## config.mk

```make
export PLATFORM = sky130hd
export DESIGN_NAME = mcuirq_core
export DESIGN_NICKNAME = d
export VERILOG_FILES = /design/src/mcuirq_pkg.sv /design/src/mcuirq_evt_detect.sv /design/src/mcuirq_core.sv
export SDC_FILE = /design/constraint.sdc
export NUM_CORES = 1
export LEC_CHECK = 0
export BUFFER_PORTS_ARGS = -buffer_cell sky130_fd_sc_hd__buf_2
export CORE_MARGIN = 2
export CORE_UTILIZATION = 35
export DETAILED_ROUTE_END_ITERATION = 7
export HOLD_SLACK_MARGIN = 0.05
export PLACE_DENSITY = 0.64
export SLEW_MARGIN = 20
export SYNTH_ARGS = -nofsm -noshare
export SYNTH_HDL_FRONTEND = slang
export SYNTH_SLANG_ARGS = --single-unit
```

## constraint.sdc

```tcl
create_clock -name aclk -period 2.88 [get_ports aclk]
set_input_delay 0 -clock aclk [delete_from_list [all_inputs] [get_ports aclk]]
set_output_delay 0 -clock aclk [all_outputs]
set_load 0.005 [all_outputs]
```

## src/mcuirq_pkg.sv

```systemverilog
package mcuirq_pkg;
  // Register byte offsets
  localparam logic [7:0] ADDR_IRQ_CTRL   = 8'h00;
  localparam logic [7:0] ADDR_OPTION     = 8'h04;
  localparam logic [7:0] ADDR_PERIPH_FLG = 8'h08;
  localparam logic [7:0] ADDR_PERIPH_EN  = 8'h0c;
  localparam logic [7:0] ADDR_STATUS     = 8'h10;

  // Field positions of irq_control_reg
  localparam int BIT_GIE       = 7;
  localparam int BIT_TMR_EN    = 5;
  localparam int BIT_EXT_EN    = 4;
  localparam int BIT_PORT_EN   = 3;
  localparam int BIT_TMR_FLAG  = 2;
  localparam int BIT_EXT_FLAG  = 1;
  localparam int BIT_PORT_FLAG = 0;
  // Field positions of option and peripheral registers
  localparam int BIT_EDGE_SEL  = 6;
  localparam int BIT_PERIPH    = 0;
  // Field positions of status register
  localparam int BIT_ST_PEND   = 0;
  localparam int BIT_ST_SLEEP  = 1;
  localparam int BIT_ST_ENTRY  = 2;
  localparam int BIT_ST_NOPBLK = 3;

  // Reset values
  localparam logic [7:0] IRQ_CTRL_RST = 8'h00;
  localparam logic [7:0] OPTION_RST   = 8'hff;
  localparam logic       PERIPH_RST   = 1'b0;

  // Service address and timing
  localparam int             PC_W        = 13;
  localparam logic [PC_W-1:0] VECTOR_ADDR = 13'h0004;
  localparam int             Q_PER_INSTR = 4;
  localparam int             NUM_SOURCES = 4;
  localparam logic [7:0]     TMR_TOP     = 8'hff;
  localparam logic [7:0]     TMR_ZERO    = 8'h00;

  // Bus answers
  localparam logic [1:0] RESP_OKAY   = 2'h0;
  localparam logic [1:0] RESP_SLVERR = 2'h2;

  typedef enum logic [1:0] {
    ST_RUN,
    ST_ENTRY,
    ST_SLEEP,
    ST_WAKE
  } mcuirq_state_t;
endpackage

```

## src/mcuirq_evt_detect.sv

```systemverilog
`timescale 1ns/1ps
module mcuirq_evt_detect (
  input  wire logic       aclk,
  input  wire logic       aresetn,
  input  wire logic       ext_irq_pin,
  input  wire logic       ext_edge_select,
  input  wire logic [3:0] upper_io_port,
  input  wire logic       port_read,
  output logic            ext_evt,
  output logic            port_evt
);
  import mcuirq_pkg::*;

  typedef struct packed {
    logic       armed;
    logic       pin_prev;
    logic [3:0] port_latch;
    logic       ext_evt;
    logic       port_evt;
  } mcuirq_det_t;

  mcuirq_det_t det_reg;
  mcuirq_det_t det_next;

  // Edge and mismatch detection
  always_comb begin
    det_next          = det_reg;
    det_next.armed    = 1'b1;
    det_next.pin_prev = ext_irq_pin;
    // Selected edge of the pin, ignored on the first cycle after reset
    det_next.ext_evt  = det_reg.armed &&
                        (ext_edge_select ? (ext_irq_pin && !det_reg.pin_prev)
                                         : (!ext_irq_pin && det_reg.pin_prev));
    // Mismatch against the value last read; lost during a read cycle
    det_next.port_evt = (upper_io_port != det_reg.port_latch) && !port_read;
    if (port_read) begin
      det_next.port_latch = upper_io_port;
    end
  end

  always_ff @(posedge aclk) begin
    if (!aresetn) begin
      det_reg <= '0;
    end else begin
      det_reg <= det_next;
    end
  end

  assign ext_evt  = det_reg.ext_evt;
  assign port_evt = det_reg.port_evt;
endmodule

```

## src/mcuirq_core.sv

```systemverilog
`timescale 1ns/1ps
module mcuirq_core #(
  parameter int ADDR_W = 8
) (
  input  wire logic                        aclk,
  input  wire logic                        aresetn,
  input  wire logic [ADDR_W-1:0]           s_axi_awaddr,
  input  wire logic                        s_axi_awvalid,
  output logic                             s_axi_awready,
  input  wire logic [31:0]                 s_axi_wdata,
  input  wire logic [3:0]                  s_axi_wstrb,
  input  wire logic                        s_axi_wvalid,
  output logic                             s_axi_wready,
  output logic [1:0]                       s_axi_bresp,
  output logic                             s_axi_bvalid,
  input  wire logic                        s_axi_bready,
  input  wire logic [ADDR_W-1:0]           s_axi_araddr,
  input  wire logic                        s_axi_arvalid,
  output logic                             s_axi_arready,
  output logic [31:0]                      s_axi_rdata,
  output logic [1:0]                       s_axi_rresp,
  output logic                             s_axi_rvalid,
  input  wire logic                        s_axi_rready,
  input  wire logic                        ext_irq_pin,
  input  wire logic [3:0]                  upper_io_port,
  input  wire logic                        port_read,
  input  wire logic [7:0]                  timer_count_reg,
  input  wire logic                        periph_event,
  input  wire logic                        return_from_irq_instr,
  input  wire logic                        gie_clear_instr,
  input  wire logic                        sleep_instr,
  output logic                             irq_request,
  output logic                             vector_load,
  output logic                             push_return,
  output logic [mcuirq_pkg::PC_W-1:0]      vector_addr,
  output logic                             exec_nop,
  output logic                             core_asleep,
  output logic                             core_wake,
  output logic [1:0]                       instr_phase
);
  import mcuirq_pkg::*;

  localparam logic [1:0] Q_LAST = 2'(Q_PER_INSTR - 1);

  typedef struct packed {
    mcuirq_state_t st;
    logic [1:0]    q;
    logic          dleft;
    logic          nop_blk;
    logic [7:0]    ctrl;
    logic [7:0]    option;
    logic          pflag;
    logic          pen;
    logic [7:0]    tmr_prev;
    logic          tmr_armed;
    logic          awv;
    logic [ADDR_W-1:0] awaddr;
    logic          wv;
    logic [7:0]    wdata;
    logic          wstb;
    logic          bvalid;
    logic [1:0]    bresp;
    logic          rvalid;
    logic [7:0]    rdata;
    logic [1:0]    rresp;
    logic          wake;
  } mcuirq_core_t;

  mcuirq_core_t s_reg;
  mcuirq_core_t s_next;

  logic ext_evt;
  logic port_evt;
  logic tmr_evt;
  logic boundary;
  logic pend;
  logic take;
  wire logic [8:0] ar_word = rd_word(s_axi_araddr, s_reg, pend);
  wire logic [8:0] aw_word = rd_word(s_reg.awaddr, s_reg, pend);

  // Pin edge and port change detection
  mcuirq_evt_detect u_det (
    .aclk            (aclk),
    .aresetn         (aresetn),
    .ext_irq_pin     (ext_irq_pin),
    .ext_edge_select (s_reg.option[BIT_EDGE_SEL]),
    .upper_io_port   (upper_io_port),
    .port_read       (port_read),
    .ext_evt         (ext_evt),
    .port_evt        (port_evt)
  );

  // Read data for one register address
  function automatic logic [8:0] rd_word(input logic [ADDR_W-1:0] a, input mcuirq_core_t s,
                                         input logic p);
    logic [8:0] v;
    v = {1'b1, 8'h00};
    if (a == ADDR_W'(ADDR_IRQ_CTRL)) begin
      v[7:0] = s.ctrl;
    end else if (a == ADDR_W'(ADDR_OPTION)) begin
      v[7:0] = s.option;
    end else if (a == ADDR_W'(ADDR_PERIPH_FLG)) begin
      v[BIT_PERIPH] = s.pflag;
    end else if (a == ADDR_W'(ADDR_PERIPH_EN)) begin
      v[BIT_PERIPH] = s.pen;
    end else if (a == ADDR_W'(ADDR_STATUS)) begin
      v[BIT_ST_PEND]   = p;
      v[BIT_ST_SLEEP]  = (s.st == ST_SLEEP);
      v[BIT_ST_ENTRY]  = (s.st == ST_ENTRY);
      v[BIT_ST_NOPBLK] = s.nop_blk;
    end else begin
      v[8] = 1'b0;
    end
    return v;
  endfunction

  // Source events and request decision
  always_comb begin
    tmr_evt  = s_reg.tmr_armed && (s_reg.tmr_prev == TMR_TOP) &&
               (timer_count_reg == TMR_ZERO);
    boundary = (s_reg.q == Q_LAST);
    // Any enabled source, without the global enable; this also wakes
    pend = (s_reg.ctrl[BIT_EXT_FLAG]  && s_reg.ctrl[BIT_EXT_EN])  ||
           (s_reg.ctrl[BIT_TMR_FLAG]  && s_reg.ctrl[BIT_TMR_EN])  ||
           (s_reg.ctrl[BIT_PORT_FLAG] && s_reg.ctrl[BIT_PORT_EN]) ||
           (s_reg.pflag && s_reg.pen);
    irq_request = pend && s_reg.ctrl[BIT_GIE];
    // Taken only at an instruction boundary, never in the blocked cycle
    take = boundary && (s_reg.st == ST_RUN) && irq_request &&
           !s_reg.nop_blk && !gie_clear_instr;
  end

  // Next state
  always_comb begin
    s_next           = s_reg;
    s_next.q         = s_reg.q + 2'h1;
    s_next.tmr_prev  = timer_count_reg;
    s_next.tmr_armed = 1'b1;
    s_next.wake      = 1'b0;

    // Bus: capture address and data in either order
    if (s_axi_awvalid && s_axi_awready) begin
      s_next.awv    = 1'b1;
      s_next.awaddr = s_axi_awaddr;
    end
    if (s_axi_wvalid && s_axi_wready) begin
      s_next.wv    = 1'b1;
      s_next.wdata = s_axi_wdata[7:0];
      s_next.wstb  = s_axi_wstrb[0];
    end
    if (s_reg.bvalid && s_axi_bready) begin
      s_next.bvalid = 1'b0;
    end
    if (s_reg.rvalid && s_axi_rready) begin
      s_next.rvalid = 1'b0;
    end
    if (s_axi_arvalid && s_axi_arready) begin
      s_next.rvalid = 1'b1;
      s_next.rdata  = ar_word[7:0];
      s_next.rresp  = ar_word[8] ? RESP_OKAY : RESP_SLVERR;
    end

    // Software write once both halves are held
    if (s_reg.awv && s_reg.wv && !s_reg.bvalid) begin
      s_next.awv    = 1'b0;
      s_next.wv     = 1'b0;
      s_next.bvalid = 1'b1;
      s_next.bresp  = aw_word[8] ? RESP_OKAY : RESP_SLVERR;
      if (s_reg.wstb) begin
        if (s_reg.awaddr == ADDR_W'(ADDR_IRQ_CTRL)) begin
          s_next.ctrl = s_reg.wdata;
        end else if (s_reg.awaddr == ADDR_W'(ADDR_OPTION)) begin
          s_next.option = s_reg.wdata;
        end else if (s_reg.awaddr == ADDR_W'(ADDR_PERIPH_FLG)) begin
          s_next.pflag = s_reg.wdata[BIT_PERIPH];
        end else if (s_reg.awaddr == ADDR_W'(ADDR_PERIPH_EN)) begin
          s_next.pen = s_reg.wdata[BIT_PERIPH];
        end
      end
    end

    // Hardware sets flags after the software write, so a set wins
    if (ext_evt) begin
      s_next.ctrl[BIT_EXT_FLAG] = 1'b1;
    end
    if (tmr_evt) begin
      s_next.ctrl[BIT_TMR_FLAG] = 1'b1;
    end
    if (port_evt) begin
      s_next.ctrl[BIT_PORT_FLAG] = 1'b1;
    end
    if (periph_event) begin
      s_next.pflag = 1'b1;
    end

    // Global enable: return sets it, instruction clear and entry clear it
    if (return_from_irq_instr) begin
      s_next.ctrl[BIT_GIE] = 1'b1;
    end
    if (gie_clear_instr || take) begin
      s_next.ctrl[BIT_GIE] = 1'b0;
    end

    // One blocked instruction cycle after a global-enable clear
    if (gie_clear_instr) begin
      s_next.nop_blk = 1'b1;
    end else if (boundary) begin
      s_next.nop_blk = 1'b0;
    end

    // Entry, sleep and wake sequencing
    unique case (s_reg.st)
      ST_RUN: begin
        if (take) begin
          s_next.st    = ST_ENTRY;
          s_next.dleft = 1'b1;
        end else if (sleep_instr) begin
          s_next.st = ST_SLEEP;
        end
      end
      ST_ENTRY: begin
        if (boundary) begin
          s_next.dleft = 1'b0;
          if (!s_reg.dleft) begin
            s_next.st = ST_RUN;
          end
        end
      end
      ST_SLEEP: begin
        if (pend) begin
          s_next.st   = ST_WAKE;
          s_next.wake = 1'b1;
        end
      end
      ST_WAKE: begin
        if (boundary) begin
          s_next.st = ST_RUN;
        end
      end
    endcase
  end

  // State register
  always_ff @(posedge aclk) begin
    if (!aresetn) begin
      s_reg        <= '0;
      s_reg.st     <= ST_RUN;
      s_reg.ctrl   <= IRQ_CTRL_RST;
      s_reg.option <= OPTION_RST;
      s_reg.pflag  <= PERIPH_RST;
      s_reg.pen    <= PERIPH_RST;
    end else begin
      s_reg <= s_next;
    end
  end

  // Bus handshakes
  assign s_axi_awready = !s_reg.awv && !s_reg.bvalid;
  assign s_axi_wready  = !s_reg.wv && !s_reg.bvalid;
  assign s_axi_bvalid  = s_reg.bvalid;
  assign s_axi_bresp   = s_reg.bresp;
  assign s_axi_arready = !s_reg.rvalid;
  assign s_axi_rvalid  = s_reg.rvalid;
  assign s_axi_rresp   = s_reg.rresp;
  assign s_axi_rdata   = {24'h000000, s_reg.rdata};

  // Core-facing outputs
  assign vector_load = take;
  assign push_return = take;
  assign vector_addr = VECTOR_ADDR;
  assign exec_nop    = (s_reg.st == ST_ENTRY) || s_reg.nop_blk;
  assign core_asleep = (s_reg.st == ST_SLEEP);
  assign core_wake   = s_reg.wake;
  assign instr_phase = s_reg.q;
endmodule

```

Word level (Yosys, flattened, before mapping)
Index checks and enable logic that the tools add are counted.
- input bits: 77
- register bits: 75
- bitwise gates (word level): 4
- $add $sub $neg: 1
- equality and inequality tests: 22
- reduce and logical (&&, ||, !) cells: 74
- multiplexer cells: 59
- operator list (operator ; number):
    $reduce_bool A2 Y1 ; 19
    $mux W18 ; 2
    $mux W35 ; 1
    $eq A8 B4 Y1 const B ; 4
    $mux W8 ; 4
    $mux W1 ; 30
    $logic_and A1 B1 Y1 ; 24
    $logic_not A8 Y1 ; 3
    $mux W10 ; 2
    $mux W2 ; 9
    $reduce_and A3 Y1 ; 6
    $eq A8 B3 Y1 const B ; 2
    $eq A8 B5 Y1 const B ; 2
    $mux W4 ; 4
    $ne A2 B2 Y1 const B ; 6
    $mux W11 ; 1
    $reduce_and A5 Y1 ; 2
    $logic_not A1 Y1 ; 9
    $mux W3 ; 3
    $mux W9 ; 1
    $eq A8 B8 Y1 const B ; 1
    $pmux W2 S4 ; 1
    $eq A2 B2 Y1 const B ; 3
    $reduce_and A6 Y1 ; 1
    other kinds (12) ; 20

Longest topological paths before layout
Gate-level depths: netlist (run 1).
- word-level depth: 11
- mapped depth: 6
- depth with buffers taken out: 5

Cells and area by module
A second synthesis (run 1) with hierarchy kept.
- cell total of the unflattened synthesis: 375
- area total of the unflattened synthesis: 3305.7 um2
- modules (own cells, without submodules) (module ; area an instance (um2) ; cells an instance ; times used):
    mcuirq_core ; 2992.9 ; 347 ; 1
    mcuirq_evt_detect ; 312.8 ; 28 ; 1

Worst setup path before layout (run 1)
OpenSTA, ideal clock, no wires.
- path kind: reg2reg
- start point: register s_reg[26] (netlist name)
- end point: register s_reg[60] (netlist name)
- required time: 2.758 ns
- library setup time: 0.122 ns
- arrival: 1.884 ns
- slack: 0.874 ns
- period minus slack after synthesis: 2.006 ns
- stages on the path, launching flop included: 6
- cell sequence: dfxtp_1 or4_1 buf_2 or4_4 buf_6 o311a_1
- longest elaborated chain between the ends: 3
- RTL lines (element ; RTL line ; source):
    start: declaration ; mcuirq_core.sv:69 ; mcuirq_core_t s_reg;
    start signal: assignment ; mcuirq_core.sv:253 ; s_reg <= s_next;
    $logic_not A8 Y1 ; mcuirq_core.sv:170 ; if (s_reg.awaddr == ADDR_W'(ADDR_IRQ_CTRL)) begin
    $reduce_bool A2 Y1 (no line) ; - ;
    $reduce_and A3 Y1 (no line) ; - ;
No other way between the ends.
A chain may end at the register's enable or synchronous reset.

Final worst setup path (run 1)
- start point: register s_reg[26] (netlist name)
- end point: register s_reg[48] (netlist name)
- longest elaborated chain between the ends: 3
- RTL lines (element ; RTL line):
    $logic_not A8 Y1 ; mcuirq_core.sv:170
    $not A1 Y1 (no line) ; -
    $reduce_and A4 Y1 (no line) (*) ; -
Every way passes the cells marked *; elsewhere a longest branch is shown, timed or not.

==> results.json, run 1 <==
{
  "status": "finished clean",
  "grtUsageTotal": 0.144,
  "power_w": 0.00212,
  "cp.arrival_ns": 2.40,
  "irDropWorstVdd_mv": 0.235,
  "finalSetupViolations": 0,
  "die_w_um": 101,
  "whs_ns": 0.0825,
  "power_density_mw_per_mm2": 518,
  "globalplace.congestion": 0.767,
  "ctsHoldBuffers": 45,
  "period_share": 0.762,
  "grt_pass1_vias": 2530,
  "finalNonFillerCells": 589,
  "cts.path.max_buffers": 2,
  "hpwl_mm": 4.85,
  "worst_pin_slew_ns": 0.763,
  "fin_tns_setup_ns": 0,
  "via_per_inst": 4.56,
  "synthesis.instances": 373,
  "ys_seq_elements": 72,
  "netlist-cell-type-count": 44,
  "critPathKind": "reg2reg",
  "die_area_sq_mm": 0.0101,
  "path_clk_slew_ns": 0.08,
  "slew_violations": 0,
  "drt-total-wl_mm": 6.87,
  "num_vias": 2687,
  "synth_area_per_cell_sq_um": 8.74,
  "period_needed_ns": 2.19,
  "grt_pass1_wl_mm": 11.6,
  "yosysTopAreaCellShare": 0.442,
  "io_buffers": 72,
  "dpl.cell_count": 528,
  "num-fill-cells": 921,
  "start_util": 0.356,
  "ant_nets": 0,
  "cts_resized": 0,
  "fin_area_sq_mm": 0.00410,
  "max_freq_ghz": 0.456,
  "p_leak_nw": 1.77,
  "cp.required_ns": 3.09,
  "yosysSeqAreaShare": 0.442,
  "htree_levels": 3,
  "cts_tree": "yes",
  "diodes": 0,
  "cts_post_setup_buffers_inserted": 0,
  "cts_root_buf": "clkbuf_8",
  "fp.coreArea_sq_mm": 0.00915,
  "ys_async_sr_fraction": 0,
  "grt_max_degree": 41,
  "yosys_warnings": 0,
  "hold_viol_final": 0,
  "largest_reg_flops": 50,
  "drt_iter0_drc": 126,
  "rsz0062_at_grt": "false",
  "drive_gt1_frac": 0.199,
  "clk_latency_ns": 0.34,
  "grt_overflow": 0,
  "hold_class": "in2reg",
  "drc_errors": 0,
  "rows": 35,
  "end_kind": "register",
  "multiInputGateArea_sq_mm": 0.00148,
  "ioPinCount": 139,
  "path_max_fanout": 8,
  "die_h_um": 101,
  "slew_headroom": 0.487,
  "cts_sinks": 72,
  "yosysTopAreaCell": "dfxtp_1",
  "first_pass_iters": 4,
  "place_area_sq_mm": 0.00346,
  "synth_edf_count": 0,
  "synth_area_leaders": "dfxtp_1, buf_4, nand2_1, mux2i_1, a21oi_1",
  "areaGrowthSynthToFinish_pct": 25.9,
  "cts_buffers": 9,
  "syn_area_sq_mm": 0.00326,
  "nNetsFinal": 551,
  "regArea_sq_mm": 0.00144,
  "antenna_found_initial": 0,
  "skew_ns": 0.0121,
  "maxCapViolCount": 0,
  "synth_top_flop_cell": "dfxtp_1",
  "wl_per_cell_um": 11.7,
  "startpoint_type": "register"
}
cell families after synthesis:
family,synth area share
adders and majority gates,0.00384
and+or+nand+nor,0.211
xor gates and xnor gates,0.0107
AOI/OAI and AO/OA,0.122
muxes,0.0614
DFF,0.442
buffers and inverters,0.147
other,0.00230
per-layer routing:
metal  global-route usage  vias to the layer above  share of wire
li1                     -                     1390              -
met1                0.185                     1224           0.48
met2                0.231                       66           0.47
met3               0.0361                        7          0.044
met4               0.0569                        0          0.014
met5                    0                        -              0
critical path: stages (launching register included):
cell and delay, ns:
dfxtp_1 0.31, or4_1 0.67, nor4_4 0.74, mux2i_1 0.27, nand2_1 0.07
worst paths after layout:
check	endpoint	slack, ns	cells past startpoint	start
max	s_reg[48]	0.69	4	s_reg[26]
min reg2reg	s_reg[32]	0.46	2	s_reg[32]
max reg2reg	s_reg[48]	0.69	4	s_reg[26]
min	s_reg[34]	0.08	1	aresetn
cells in the mapped netlist (6+ instances only):
cell type and n:
mux2i_1 20, a21oi_1 31, dfxtp_1 72, and2_1 14
inv_1 6, nor3_1 6, o21ai_0 13, nand2_1 60
nor2_1 23, clkbuf_1 11, buf_4 52, a22oi_1 6
area by class of cell:
type	count	share of cell area
Multi-Input combinational cell	265	0.360
Sequential cell	72	0.351
Timing Repair Buffer	119	0.201
Tap cell	111	0.0339
Clock buffer	10	0.0311
Clock inverter	6	0.0165
Inverter	6	0.00549
power by group:
| group | internal (W) | switching (W) | leakage, nW |
|---|---|---|---|
| clock | 0.000405 | 0.000382 | 0.0933 |
| sequential | 0.00105 | 0.0000371 | 0.592 |
| combinational | 0.000131 | 0.000123 | 1.09 |
| total | 0.00158 | 0.000542 | 1.77 |
through the flow:
step | setup WS [ns] | utilization
after floorplan | 0.874 | -
after global placement | 0.752 | 0.378
after detailed placement | 0.682 | 0.378
after CTS | 0.661 | 0.448
after global routing | 0.585 | 0.448
final | 0.686 | 0.448
cells in the final DEF (no fill, tap or decap), types with 5 or more instances in the layout:
cell type      count
a21oi_1           31
nand2_1           60
buf_2             72
conb_1            39
mux2i_1           20
dfxtp_1           72
clkbuf_8           9
and2_1            14
nor3_1             6
inv_1              6
nor2_1            23
a22oi_1            6
o21ai_0           13
dlygate4sd3_1     45
nor4_1             5
(Power assumes the default switching activity.)
==> run 2: changes to the inputs <==
- PLACE_DENSITY: 0.64 -> 0.66
- clock period: 2.88 -> 1.8 ns (I/O delays scaled with it)
==> run 2 against run 1 <==
The run now ends with negative setup slack left. Clock skew is 0.0035 ns lower. Final cell count is 2.4% higher. Cell area is 5.8% higher. Clock power is 94% higher. First-iteration DRC count is 38% lower. Hold slack better by 0.063 ns. Sequential share of layout area is 1.9 points lower. Worst setup slack worse by 0.76 ns. Register-to-register slack worse by 0.76 ns. Sequential cell count stayed put. Global-route usage is 0.63 points higher. Critical path type unchanged. Critical endpoint is now s_reg[45].
==> results.json, run 2 (synthesis results as in run 1) <==
{
  "hold_class": "in2reg",
  "cts.path.max_buffers": 2,
  "holdPathEnd": "s_reg[33]",
  "cts_post_setup_buffers_inserted": 0,
  "place_ws_ns": -0.0650,
  "path_max_fanout": 8,
  "num_vias": 2809,
  "htree_levels": 3,
  "crit_path_max_incr_delay_ns": 0.55,
  "io_buffers": 72,
  "max_freq_ghz": 0.534,
  "irDropWorstVdd_mv": 0.493,
  "ant_nets": 0,
  "drive_gt1_frac": 0.242,
  "startpoint_type": "register",
  "fin_ws_ns": -0.0719,
  "wl_per_cell_um": 12.6,
  "path_clk_slew_ns": 0.08,
  "critPathKind": "reg2reg",
  "period_share": 1.04,
  "timing.rr.end": "s_reg[45]",
  "hpwl_mm": 5.19,
  "drt_iter0_drc": 78,
  "worstReg2RegStart": "s_reg[29]",
  "finalSetupViolations": 12,
  "first_pass_iters": 4,
  "rsz0062_at_grt": "true",
  "most-common-layout-cells": "buf_2, dfxtp_1, nand2_1, dlygate4sd3_1, conb_1",
  "diodes": 0,
  "critPathBufInv": 2,
  "start_util": 0.356,
  "num-fill-cells": 880,
  "slew_violations": 0,
  "end_kind": "register",
  "crit_family": "simple AND/OR/NAND/NOR gates",
  "p_leak_nw": 1.89,
  "period_needed_ns": 1.87,
  "rows": 35,
  "die_w_um": 101,
  "maxCapViolCount": 0,
  "areaGrowthSynthToFinish_pct": 33.2,
  "status": "complete, but fails checks",
  "utilization": 0.474,
  "reg2reg_depth": 6,
  "cts_buffers": 9,
  "grt_pass1_wl_mm": 11.9,
  "fp.coreArea_sq_mm": 0.00915,
  "skew_ns": 0.00863,
  "cts_root_buf": "clkbuf_8",
  "grt_max_degree": 40,
  "grt_pass1_vias": 2601,
  "cp.required_ns": 2.02,
  "power_density_mw_per_mm2": 857,
  "cts_tree": "yes",
  "grtUsageTotal": 0.150,
  "hold_start": "s_axi_awvalid",
  "die_h_um": 101,
  "via_per_inst": 4.66,
  "violations": "negative setup slack",
  "cp.arrival_ns": 2.10,
  "ioPinCount": 139,
  "hold_viol_final": 0,
  "grt_overflow": 0,
  "min_delay_path_depth": 3,
  "nNetsFinal": 565,
  "drt-total-wl_mm": 7.58,
  "critPathSlowestCell": "or4bb_4",
  "largest_reg_flops": 50,
  "antenna_found_initial": 0,
  "final_common_cell": "buf_2",
  "die_area_sq_mm": 0.0101,
  "cts_sinks": 72,
  "crit_chain": "buf_4 -> or4bb_4 -> nor4_4 -> buf_12 -> mux2i_1 -> nand2_1",
  "globalplace.congestion": 0.796,
  "reg2reg_slack_ns": -0.07,
  "drc_errors": 0,
  "clk_latency_ns": 0.34
}
run 2: cell types whose count changed in the layout (fill, tap and decap cells not counted), sizes merged:
| cell | before | now |
|---|---|---|
| buf | 74 | 85 |
| bufinv | 1 | 3 |
| clkinv | 1 | 3 |
| clkinvlp | 2 | 0 |
| dlygate4sd3 | 45 | 46 |
| inv | 8 | 7 |
| or4 | 4 | 5 |
run 2: worst max-delay path by stage:
stage                          from   endpoint  slack, ns  cells after the start
after floorplan           s_reg[32]  s_reg[60]      -0.12                      5
after global placement    s_reg[27]  s_reg[60]      -0.06                      3
after detailed placement  s_reg[27]  s_reg[60]      -0.06                      3
after CTS                 s_reg[27]  s_reg[60]      -0.08                      3
after global routing      s_reg[27]  s_reg[46]      -0.12                      6
final                     s_reg[29]  s_reg[45]      -0.07                      6
run 2: area by class of cell:
cell class / instances / area, sq um / share of cell area
Clock buffer: 9 / 124 / 0.0285
Clock inverter: 7 / 118 / 0.0271
Inverter: 6 / 22.5 / 0.00519
Multi-Input combinational cell: 266 / 1550 / 0.357
Sequential cell: 72 / 1440 / 0.333
Tap cell: 111 / 139 / 0.0320
Timing Repair Buffer: 132 / 945 / 0.218
run 2: where the power goes:
| group | total, W | switching, W | internal (W) | leakage, nW |
|---|---|---|---|---|
| clock | 0.00153 | 0.000608 | 0.000923 | 0.124 |
| sequential | 0.00173 | 0.0000603 | 0.00167 | 0.592 |
| combinational | 0.000457 | 0.000222 | 0.000235 | 1.17 |
| total | 0.00372 | 0.000890 | 0.00283 | 1.89 |
run 2: metrics by stage:
| step | total power, W | area [sq um] | instances | hold WS (ns) | TNS [ns] |
|---|---|---|---|---|---|
| after floorplan | 0.00205 | 3410 | 410 | 0.0277 | -0.687 |
| after global placement | 0.00211 | 3570 | 540 | 0.191 | -0.147 |
| after detailed placement | 0.00212 | 3570 | 540 | 0.203 | -0.537 |
| after CTS | 0.00374 | 4280 | 602 | 0.118 | -0.620 |
| after global routing | 0.00390 | 4340 | 603 | 0.172 | -1.35 |
| final | 0.00372 | 4340 | 603 | 0.146 | -0.604 |
run 2: timing repair:
action,in CTS,in global routing
setup endpoints to repair,18,21
hold endpoints to repair,43,0
hold buffers,46,0
resized for setup,3,11
gates cloned,0,1
pin swaps,1,2
run 2: per-layer routing:
layer	part of all wire	routed length, um	GRT usage	vias to the layer above
met2	0.50	3780	0.254	86
met5	0	0	0	-
met4	0.018	133	0.0643	0
met3	0.047	353	0.0374	10
met1	0.44	3310	0.181	1296
li1	-	-	-	1417
run 2: worst reg2reg max path, stage by stage (launching register included):
cell     delay (ns)
dfxtp_1        0.33
buf_4          0.14
or4bb_4        0.55
nor4_4         0.32
buf_12         0.18
mux2i_1        0.19
nand2_1        0.06
